$ cat src/verilog/rdc_pkg.sv
package rdc_pkg;

    // register byte addresses
    localparam logic [7:0] RDC_ADDR_TRANSLATOR = 8'h0a;
    localparam logic [7:0] RDC_ADDR_PRESET = 8'h0c;
    localparam logic [7:0] RDC_ADDR_CEIL1 = 8'h0d;
    localparam logic [7:0] RDC_ADDR_CEIL2 = 8'h0e;
    localparam logic [7:0] RDC_ADDR_CEIL3 = 8'h0f;
    localparam logic [7:0] RDC_ADDR_CTRL1 = 8'h10;

    // field positions
    localparam int RDC_TRANSLATOR_LSB = 0;
    localparam int RDC_TRANSLATOR_W = 2;
    localparam int RDC_CEIL_W = 7;
    localparam int RDC_NUM_REG = 3;

    // reset values
    localparam logic [1:0] RDC_TRANSLATOR_RST = 2'h0;
    localparam logic [7:0] RDC_PRESET_RST = 8'ha9;
    localparam logic [6:0] RDC_CEIL1_RST = 7'h1c;
    localparam logic [6:0] RDC_CEIL2_RST = 7'h20;
    localparam logic [6:0] RDC_CEIL3_RST = 7'h1c;
    localparam logic [7:0] RDC_CTRL1_RST = 8'h49;

    // voltage codes: 0.60 V plus 12.5 mV per step
    localparam logic [6:0] RDC_CODE_0V80 = 7'h10;
    localparam logic [6:0] RDC_CODE_1V00 = 7'h20;
    localparam logic [6:0] RDC_CODE_STEP50 = 7'h04;
    localparam logic [7:0] RDC_READ_ZERO = 8'h00;

    typedef enum logic [1:0] {
        RDC_LT_OFF = 2'h0,
        RDC_LT_STANDBY = 2'h1,
        RDC_LT_RUN = 2'h2,
        RDC_LT_ON = 2'h3
    } rdc_lt_mode_t;

    typedef enum logic [1:0] {
        RDC_EN_OFF = 2'h0,
        RDC_EN_ON_REQ = 2'h1,
        RDC_EN_ON_RUN = 2'h2,
        RDC_EN_ALWAYS = 2'h3
    } rdc_en_mode_t;

    typedef struct packed {
        logic preset_en;
        logic [1:0] reg3_preset_code;
        logic [1:0] reg1_preset_code;
        logic [2:0] reg2_preset_code;
    } rdc_preset_t;

    typedef struct packed {
        logic [1:0] ramp;
        logic rsvd;
        logic scaling_source_ctrl;
        logic reg1_discharge_en;
        logic forced_pulse_width_sel;
        logic [1:0] reg1_enable_mode;
    } rdc_ctrl_t;

endpackage

$ cat src/verilog/rdc_regs.sv
`timescale 1ns/10ps

module rdc_regs
    import rdc_pkg::*;
#(
    parameter logic HAS_REG3 = 1'b1
)
(
    input wire logic CLK,
    input wire logic RESET,
    input wire logic CE,
    input wire logic [7:0] REG_ADDR,
    input wire logic [7:0] REG_WDATA,
    input wire logic REG_WR,
    input wire logic REG_RD,
    output logic [7:0] REG_RDATA,
    input wire logic POWER_ON_REQUEST,
    input wire logic STANDBY_REQUEST,
    input wire logic [6:0] REG1_VOLTAGE_SEL0,
    input wire logic [6:0] REG1_VOLTAGE_SEL1,
    input wire logic [6:0] REG2_VOLTAGE_SEL,
    input wire logic [6:0] REG3_VOLTAGE_SEL,
    output logic TRANSLATOR_EN,
    output logic REG1_ENABLE,
    output logic REG1_DISCHARGE,
    output logic REG1_FORCED_PWM,
    output logic [1:0] REG1_RAMP,
    output logic [6:0] REG1_TARGET,
    output logic [6:0] REG2_TARGET,
    output logic [6:0] REG3_TARGET
);

    function automatic logic [6:0] preset_two_bit(input logic [1:0] code);
        // 0.80, 0.85, 0.90, 0.95 V in 50 mV steps
        preset_two_bit = RDC_CODE_0V80 + 7'({5'h00, code} * RDC_CODE_STEP50);
    endfunction

    function automatic logic [6:0] clamp_code(input logic [6:0] code, input logic [6:0] ceil);
        clamp_code = (code > ceil) ? ceil : code;
    endfunction

    logic [1:0] translator_enable_sel;
    logic [1:0] next_translator_enable_sel;
    rdc_preset_t preset;
    rdc_preset_t next_preset;
    logic [6:0] reg1_ceiling_code;
    logic [6:0] next_reg1_ceiling_code;
    logic [6:0] reg2_ceiling_code;
    logic [6:0] next_reg2_ceiling_code;
    logic [6:0] reg3_ceiling_code;
    logic [6:0] next_reg3_ceiling_code;
    rdc_ctrl_t ctrl1;
    rdc_ctrl_t next_ctrl1;
    logic [7:0] next_rdata;

    // register write and read
    always_comb
    begin
        next_translator_enable_sel = translator_enable_sel;
        next_preset = preset;
        next_reg1_ceiling_code = reg1_ceiling_code;
        next_reg2_ceiling_code = reg2_ceiling_code;
        next_reg3_ceiling_code = reg3_ceiling_code;
        next_ctrl1 = ctrl1;
        next_rdata = REG_RDATA;
        if (REG_WR)
        begin
            case (REG_ADDR)
                RDC_ADDR_TRANSLATOR:
                begin
                    next_translator_enable_sel =
                        REG_WDATA[RDC_TRANSLATOR_LSB +: RDC_TRANSLATOR_W];
                end
                RDC_ADDR_PRESET:
                begin
                    next_preset = rdc_preset_t'(REG_WDATA);
                end
                RDC_ADDR_CEIL1:
                begin
                    next_reg1_ceiling_code = REG_WDATA[RDC_CEIL_W-1:0];
                end
                RDC_ADDR_CEIL2:
                begin
                    next_reg2_ceiling_code = REG_WDATA[RDC_CEIL_W-1:0];
                end
                RDC_ADDR_CEIL3:
                begin
                    next_reg3_ceiling_code = REG_WDATA[RDC_CEIL_W-1:0];
                end
                RDC_ADDR_CTRL1:
                begin
                    next_ctrl1 = rdc_ctrl_t'(REG_WDATA);
                    next_ctrl1.rsvd = 1'b0;
                end
                default:
                begin
                    // unmapped address: the write is dropped
                    next_ctrl1 = ctrl1;
                end
            endcase
        end
        if (REG_RD)
        begin
            case (REG_ADDR)
                RDC_ADDR_TRANSLATOR:
                begin
                    next_rdata = {6'h00, translator_enable_sel};
                end
                RDC_ADDR_PRESET:
                begin
                    next_rdata = preset;
                end
                RDC_ADDR_CEIL1:
                begin
                    next_rdata = {1'b0, reg1_ceiling_code};
                end
                RDC_ADDR_CEIL2:
                begin
                    next_rdata = {1'b0, reg2_ceiling_code};
                end
                RDC_ADDR_CEIL3:
                begin
                    next_rdata = {1'b0, reg3_ceiling_code};
                end
                RDC_ADDR_CTRL1:
                begin
                    next_rdata = ctrl1;
                end
                default:
                begin
                    next_rdata = RDC_READ_ZERO;
                end
            endcase
        end
    end

    always_ff @(posedge CLK)
    begin
        if (RESET)
        begin
            translator_enable_sel <= RDC_TRANSLATOR_RST;
            preset <= rdc_preset_t'(RDC_PRESET_RST);
            reg1_ceiling_code <= RDC_CEIL1_RST;
            reg2_ceiling_code <= RDC_CEIL2_RST;
            reg3_ceiling_code <= RDC_CEIL3_RST;
            ctrl1 <= rdc_ctrl_t'(RDC_CTRL1_RST);
            REG_RDATA <= RDC_READ_ZERO;
        end
        else if (CE)
        begin
            translator_enable_sel <= next_translator_enable_sel;
            preset <= next_preset;
            reg1_ceiling_code <= next_reg1_ceiling_code;
            reg2_ceiling_code <= next_reg2_ceiling_code;
            reg3_ceiling_code <= next_reg3_ceiling_code;
            ctrl1 <= next_ctrl1;
            REG_RDATA <= next_rdata;
        end
    end

    // source selection and ceiling clamp
    logic [6:0] sel_code [RDC_NUM_REG];
    logic [6:0] ceil_code [RDC_NUM_REG];
    logic [6:0] next_target [RDC_NUM_REG];
    logic [6:0] reg1_own_sel;

    always_comb
    begin
        reg1_own_sel = REG1_VOLTAGE_SEL0;
        if (ctrl1.scaling_source_ctrl && STANDBY_REQUEST)
        begin
            reg1_own_sel = REG1_VOLTAGE_SEL1;
        end
        sel_code[0] = reg1_own_sel;
        sel_code[1] = REG2_VOLTAGE_SEL;
        sel_code[2] = REG3_VOLTAGE_SEL;
        if (preset.preset_en)
        begin
            sel_code[0] = preset_two_bit(preset.reg1_preset_code);
            sel_code[1] = preset.reg2_preset_code[2] ? RDC_CODE_1V00 :
                preset_two_bit(preset.reg2_preset_code[1:0]);
            sel_code[2] = preset_two_bit(preset.reg3_preset_code);
        end
        ceil_code[0] = reg1_ceiling_code;
        ceil_code[1] = reg2_ceiling_code;
        ceil_code[2] = reg3_ceiling_code;
    end

    genvar gi;
    generate
        for (gi = 0; gi < RDC_NUM_REG; gi++)
        begin : g_clamp
            assign next_target[gi] = clamp_code(sel_code[gi], ceil_code[gi]);
        end
    endgenerate

    // pin-driven control decode
    logic next_translator_en;
    logic next_reg1_enable;

    always_comb
    begin
        case (rdc_lt_mode_t'(translator_enable_sel))
            RDC_LT_OFF: next_translator_en = 1'b0;
            RDC_LT_STANDBY: next_translator_en = STANDBY_REQUEST;
            RDC_LT_RUN: next_translator_en = !STANDBY_REQUEST;
            RDC_LT_ON: next_translator_en = 1'b1;
            default: next_translator_en = 1'b0;
        endcase
        case (rdc_en_mode_t'(ctrl1.reg1_enable_mode))
            RDC_EN_OFF: next_reg1_enable = 1'b0;
            RDC_EN_ON_REQ: next_reg1_enable = POWER_ON_REQUEST;
            RDC_EN_ON_RUN: next_reg1_enable = POWER_ON_REQUEST && !STANDBY_REQUEST;
            RDC_EN_ALWAYS: next_reg1_enable = 1'b1;
            default: next_reg1_enable = 1'b0;
        endcase
    end

    // outputs registered one cycle after their causes
    always_ff @(posedge CLK)
    begin
        if (RESET)
        begin
            TRANSLATOR_EN <= 1'b0;
            REG1_ENABLE <= 1'b0;
            REG1_DISCHARGE <= 1'b0;
            REG1_FORCED_PWM <= 1'b0;
            REG1_RAMP <= 2'h0;
            REG1_TARGET <= 7'h00;
            REG2_TARGET <= 7'h00;
            REG3_TARGET <= 7'h00;
        end
        else if (CE)
        begin
            TRANSLATOR_EN <= next_translator_en;
            REG1_ENABLE <= next_reg1_enable;
            // discharge follows the enable decision of the same cycle, so no overlap
            REG1_DISCHARGE <= ctrl1.reg1_discharge_en && !next_reg1_enable;
            REG1_FORCED_PWM <= ctrl1.forced_pulse_width_sel;
            REG1_RAMP <= ctrl1.ramp;
            REG1_TARGET <= next_target[0];
            REG2_TARGET <= next_target[1];
            // variant without the third regulator keeps its target at zero
            REG3_TARGET <= HAS_REG3 ? next_target[2] : 7'h00;
        end
    end

endmodule

$ cat config.mk
export PLATFORM = sky130hd
export DESIGN_NAME = rdc_regs
export DESIGN_NICKNAME = d
export VERILOG_FILES = /design/src/verilog/rdc_pkg.sv /design/src/verilog/rdc_regs.sv
export SDC_FILE = /design/constraint.sdc
export NUM_CORES = 1
export LEC_CHECK = 0
export ABC_AREA = 1
export ABC_CLOCK_PERIOD_IN_PS = 5400
export BUFFER_PORTS_ARGS = -buffer_cell sky130_fd_sc_hd__buf_2
export CAP_MARGIN = 15
export CORE_MARGIN = 2
export CORE_UTILIZATION = 40
export CTS_CLUSTER_DIAMETER = 50
export DETAILED_ROUTE_END_ITERATION = 8
export HOLD_SLACK_MARGIN = 0.12
export SLEW_MARGIN = 40
export SYNTH_ARGS = -nofsm -noshare
export SYNTH_HDL_FRONTEND = slang
export SYNTH_SLANG_ARGS = --single-unit
$ cat constraint.sdc
create_clock -name CLK -period 5.4 [get_ports CLK]
set_clock_uncertainty 0.05 [all_clocks]
set_input_delay 0.54 -clock CLK [delete_from_list [all_inputs] [get_ports CLK]]
set_output_delay 0.54 -clock CLK [all_outputs]
set_load 0.01 [all_outputs]
After elaboration in Yosys (flattened, before gate mapping)
Cells that the tools add are included.
- register bits: 73
- input port bits: 51
- add/subtract/negate cells: 3
- reduce and logical (&&, ||, !) cells: 14
- muxes and demuxes: 9
- equality and inequality tests: 12
- magnitude comparators: 3
- operators by type and width (operator ; count):
    one-hot mux 8 bit (6 select lines) ; 1
    equality test 8 x 4 -> 1 bit, second input constant ; 5
    2-to-1 mux 7 bit ; 4
    greater-than comparator 7 bit ; 3
    2-to-1 mux 21 bit ; 1
    adder 5 x 4 -> 6 bit, first input constant ; 3
    AND reduction 3 bit ; 6
    equality test 2 bit, second input constant ; 4
    equality test 8 x 5 -> 1 bit, second input constant ; 1
    one-hot mux 1 bit (4 select lines) ; 2
    2-to-1 mux 6 bit ; 1
    equality test 2 x 1 -> 1 bit, second input constant ; 2
    logical NOT 2 bit ; 2
    logical AND 1 bit ; 3
    logical NOT 1 bit ; 2
    AND reduction 2 bit ; 1

Longest topological paths before layout
- depth after elaboration: 5
- depth in mapped cells: 15
- gate-level depth less buffers: 15

Least setup slack after synthesis
OpenSTA, ideal clock, no wires.
- path type: input -> register
- start: in STANDBY_REQUEST
- end: reg REG1_TARGET[4]
- path slack: 3.114 ns
- cell stages on the path: 15
- setup time: 0.109 ns
- arrival time: 2.127 ns
- cells stage by stage: nand2_2 inv_1 or2_2 nand2_1 inv_1 ha_1 nand2_1 nor2_1 nand2_1 nand2_1 nand2_2 nand2_1 nand3_1 nand2_1 inv_1
- longest elaborated chain between the ends: 5
- RTL lines (item ; RTL line ; RTL):
    from (decl) ; rdc_regs.sv:18 ; input wire logic STANDBY_REQUEST,
    logical AND 1 bit (*) ; rdc_regs.sv:170 ; if (ctrl1.scaling_source_ctrl && STANDBY_REQUEST)
    2-to-1 mux 7 bit (*) ; rdc_regs.sv:170 ;
    2-to-1 mux 21 bit (*) ; rdc_regs.sv:177 ; if (preset.preset_en)
    greater-than comparator 7 bit ; rdc_regs.sv:39 ; clamp_code = (code > ceil) ? ceil : code;
    2-to-1 mux 7 bit (*) ; rdc_regs.sv:39 ;
    to (signal assigned) ; rdc_regs.sv:241 ; REG1_TARGET <= next_target[0];
    to (decl) ; rdc_regs.sv:28 ; output logic [6:0] REG1_TARGET,
Every way passes the cells marked *; elsewhere a longest branch is shown, timed or not.
A chain may end at the register's enable or synchronous reset.

Worst setup path after layout
- start: reg preset[7] in the netlist's numbering
- end: reg REG2_TARGET[2]
- longest elaborated chain between the ends: 3
- RTL lines (item ; RTL line ; RTL):
    from (decl) ; rdc_regs.sv:44 ; rdc_preset_t preset;
    from (signal assigned) ; rdc_regs.sv:142 ; preset <= rdc_preset_t'(RDC_PRESET_RST);
    from (signal assigned) ; rdc_regs.sv:152 ; preset <= next_preset;
    2-to-1 mux 21 bit (*) ; rdc_regs.sv:177 ;
    greater-than comparator 7 bit ; rdc_regs.sv:39 ;
    2-to-1 mux 7 bit (*) ; rdc_regs.sv:39 ;
    to (signal assigned) ; rdc_regs.sv:242 ; REG2_TARGET <= next_target[1];
    to (decl) ; rdc_regs.sv:29 ; output logic [6:0] REG2_TARGET,
Marked as above.

==> flow_summary.json <==
{
  "dp_cells": 816,
  "slowest_stage": "dfxtp_1",
  "sw_frac_of_total": 0.2602,
  "drive_above_1_share": 0.2124,
  "setup_viol": 0,
  "crit_chain": "inv_2, or2_0, o21ai_1, ha_1, a21oi_1, o21ai_1, nand2_1, nand2_2, nand2_1, nand2_1, nand3_1, nand2_1, inv_1",
  "fill_cells": 1087,
  "floorplan.initialDensity": 0.4143,
  "hold_viol_final": 0,
  "crit_path_max_incr_delay_ns": 0.67,
  "drcViolationCount": 0,
  "htreeDepth": 3,
  "tightest_slew_ns": 0.5964,
  "core_um2": 10420,
  "status": "finished, final reports clean",
  "yosys_warnings": 0,
  "path_class": "reg -> reg",
  "clk_pin_slew_worst_paths_ns": 0.07,
  "cts_resized": 0,
  "cts_sinks": 73,
  "antenna_found_initial": 0,
  "period_share": 0.5014,
  "routed-via-count": 4152,
  "grt_pass1_wl_mm": 19.54,
  "numCtsBuffers": 9,
  "power_frac_comb": 0.109,
  "root_buffer": "clkbuf_8",
  "power_frac_clock": 0.357,
  "stdcell_count": 828,
  "share_seq_of_total_power": 0.533,
  "worstSkewPairLatency_ns": 0.35,
  "die_y_um": 107.9,
  "wl_per_cell_um": 14.74,
  "cpMostUsedCell": "nand2_1",
  "min_path_type": "in -> reg",
  "final_util": 0.4734,
  "cts_tree": "yes",
  "wl_mm": 12.20,
  "cap_violations": 0,
  "die-area_um2": 11630,
  "power-per-cell-area_nw_per_um2": 211.8,
  "avgViaCountPerCell": 5.014,
  "cts_buffer_depth": 2,
  "syn-num-nets": 689,
  "seq_area_frac_synth": 0.3386,
  "fin_nets": 763,
  "ys_ff_latch": 73,
  "crit_buf_inv": 2,
  "area_growth_pct": 14.27,
  "critical_path.endpoint_type": "flip-flop",
  "synth_cells": 617,
  "first_pass_iters": 5,
  "grt_overflow": 0,
  "peakVddDrop_v": 0.0001750,
  "tns_ns": 0,
  "hpwl_mm": 9.319,
  "gr-usage-all-layers": 0.2175,
  "rows": 37,
  "timing.final.crit_period_ns": 2.708,
  "crit_arrival_ns": 2.95,
  "io_pins": 86,
  "gp_congestion": 0.8751,
  "p_switching_uw": 271.7,
  "power_leakage_uw": 0.002587,
  "fmax_ghz": 0.3693,
  "ant_nets": 0,
  "path_delay_family": "simple AND/OR/NAND/NOR gates",
  "hold_slack_ns": 0.3960,
  "p_int_uw": 772.5,
  "cts_hold_buf": 0,
  "slew_headroom": 0.6024,
  "critPathLaunchType": "flip-flop",
  "portBuffers": 85,
  "avgSynthCellArea_um2": 6.994,
  "syn_area_um2": 4315,
  "drtIter0Drc": 346,
  "diodes": 0,
  "critPathMaxFanout": 16,
  "die_x_um": 107.9,
  "grt_max_degree": 53,
  "slew_viol_final": 0,
  "p_total_uw": 1044,
  "cts_setup_buffers": 0,
  "critPathRequiredTime_ns": 5.64,
  "synth_cell_types": 35,
  "grt_pass1_vias": 3791,
  "rsz0062_at_grt": "false"
}
[layout by cell type (no fill, tap or decap), types with 2 or more instances in the layout]
cell / synthesis / final
nor3_1: 2 / 2
nand4_1: 3 / 3
o211ai_1: 9 / 9
a21o_1: 3 / 3
nand2_2: 16 / 16
a21oi_2: 2 / 2
dfxtp_1: 73 / 73
o21ai_0: 39 / 39
o211ai_2: 7 / 7
clkbuf_8: 0 / 11
buf_2: 6 / 84
nand3_1: 77 / 77
o21ai_1: 9 / 9
inv_2: 3 / 3
ha_1: 21 / 21
a21oi_1: 37 / 37
nor2_8: 4 / 4
or2_2: 2 / 2
inv_1: 77 / 77
buf_4: 2 / 2
nor2_4: 8 / 8
o21ai_2: 2 / 2
o21bai_1: 4 / 4
nand2_4: 4 / 4
nor2_1: 80 / 80
nand2_1: 106 / 106
[per-layer routing]
layer  GRT usage  vias to the layer above  share of wire
met5           0                        -              0
met1      0.3032                     1846           0.47
met3     0.04479                       13          0.062
met4     0.06044                        0          0.013
met2      0.3396                      142           0.45
li1            -                     2151              -
[state kept, by name (all words and copies together), names as in the netlist, 7 cells and up]
signal	flops
REG3_TARGET	7
ctrl1	7
REG1_TARGET	7
REG_RDATA	8
reg2_ceiling_code	7
reg1_ceiling_code	7
reg3_ceiling_code	7
REG2_TARGET	7
preset	8
[metrics by stage]
stage	setup slack, ns	instance area (um^2)
floorplan	3.114	4315
global placement	2.536	4772
detailed placement	2.564	4775
CTS	2.703	4931
global route	2.422	4931
finish	2.692	4931
[worst min-delay path, stage by stage]
cell and delay, ns:
buf_2 0.10, nand2_1 0.05, o211ai_1 0.06
[area by class of cell]
type | instances | area (um^2) | area share
sequential | 73 | 1461 | 0.2964
timing repair buffer | 86 | 435.4 | 0.08830
tap | 136 | 170.2 | 0.03451
clock buffer | 11 | 151.4 | 0.03070
inverter | 81 | 304.0 | 0.06166
clock inverter | 1 | 5.005 | 0.001015
multi-input combinational | 440 | 2404 | 0.4874
[logic make-up (layout without fill, tap and decap cells)]
logic type	after synthesis	in the layout	share of synthesized area
buf+inv	104	179	0.1044
simple gates	305	305	0.3381
compound gates	114	114	0.1580
fa+ha+maj	21	21	0.06089
flops	73	73	0.3386
[final timing paths]
path,slack (ns),cells past startpoint,endpoint,start
setup / recovery,2.69,13,REG2_TARGET[2]$_SDFFE_PP0P_,preset[7]$_SDFFE_PP1P_
hold / removal,0.40,3,preset[0]$_SDFFE_PP1P_,REG_WDATA[0]
setup reg to reg,2.69,13,REG2_TARGET[2]$_SDFFE_PP0P_,preset[7]$_SDFFE_PP1P_
hold reg to reg,0.42,2,REG_RDATA[7]$_SDFFE_PP0P_,REG_RDATA[7]$_SDFFE_PP0P_
[power groups by stage]
stage               registers (uW)  clock network, uW  logic [uW]
global route                   558                400         128
finish                         557                373         114
floorplan                      575                  0        61.2
CTS                            557                384         115
global placement               569                  0         114
detailed placement             569                  0         115
[cell usage after synthesis (all sizes together)]
| cell | instances | share of area |
|---|---|---|
| o21ai | 50 | 0.060 |
| nor2 | 93 | 0.11 |
| inv | 80 | 0.070 |
| and3 | 1 | 0.0015 |
| o21bai | 4 | 0.0070 |
| clkbuf | 7 | 0.0061 |
| o211ai | 16 | 0.036 |
| a21oi | 39 | 0.047 |
| ha | 21 | 0.061 |
| nand4 | 3 | 0.0043 |
| or2 | 3 | 0.0043 |
| nor3 | 2 | 0.0023 |
| clkinv | 1 | 0.00087 |
| dfxtp | 73 | 0.34 |
| nand3 | 77 | 0.089 |
| a21o | 3 | 0.0052 |
| o21a | 1 | 0.0017 |
| nand2 | 126 | 0.13 |
| buf | 16 | 0.028 |
| a31oi | 1 | 0.0015 |
Note: power is estimated with default switching activity, not from simulation.
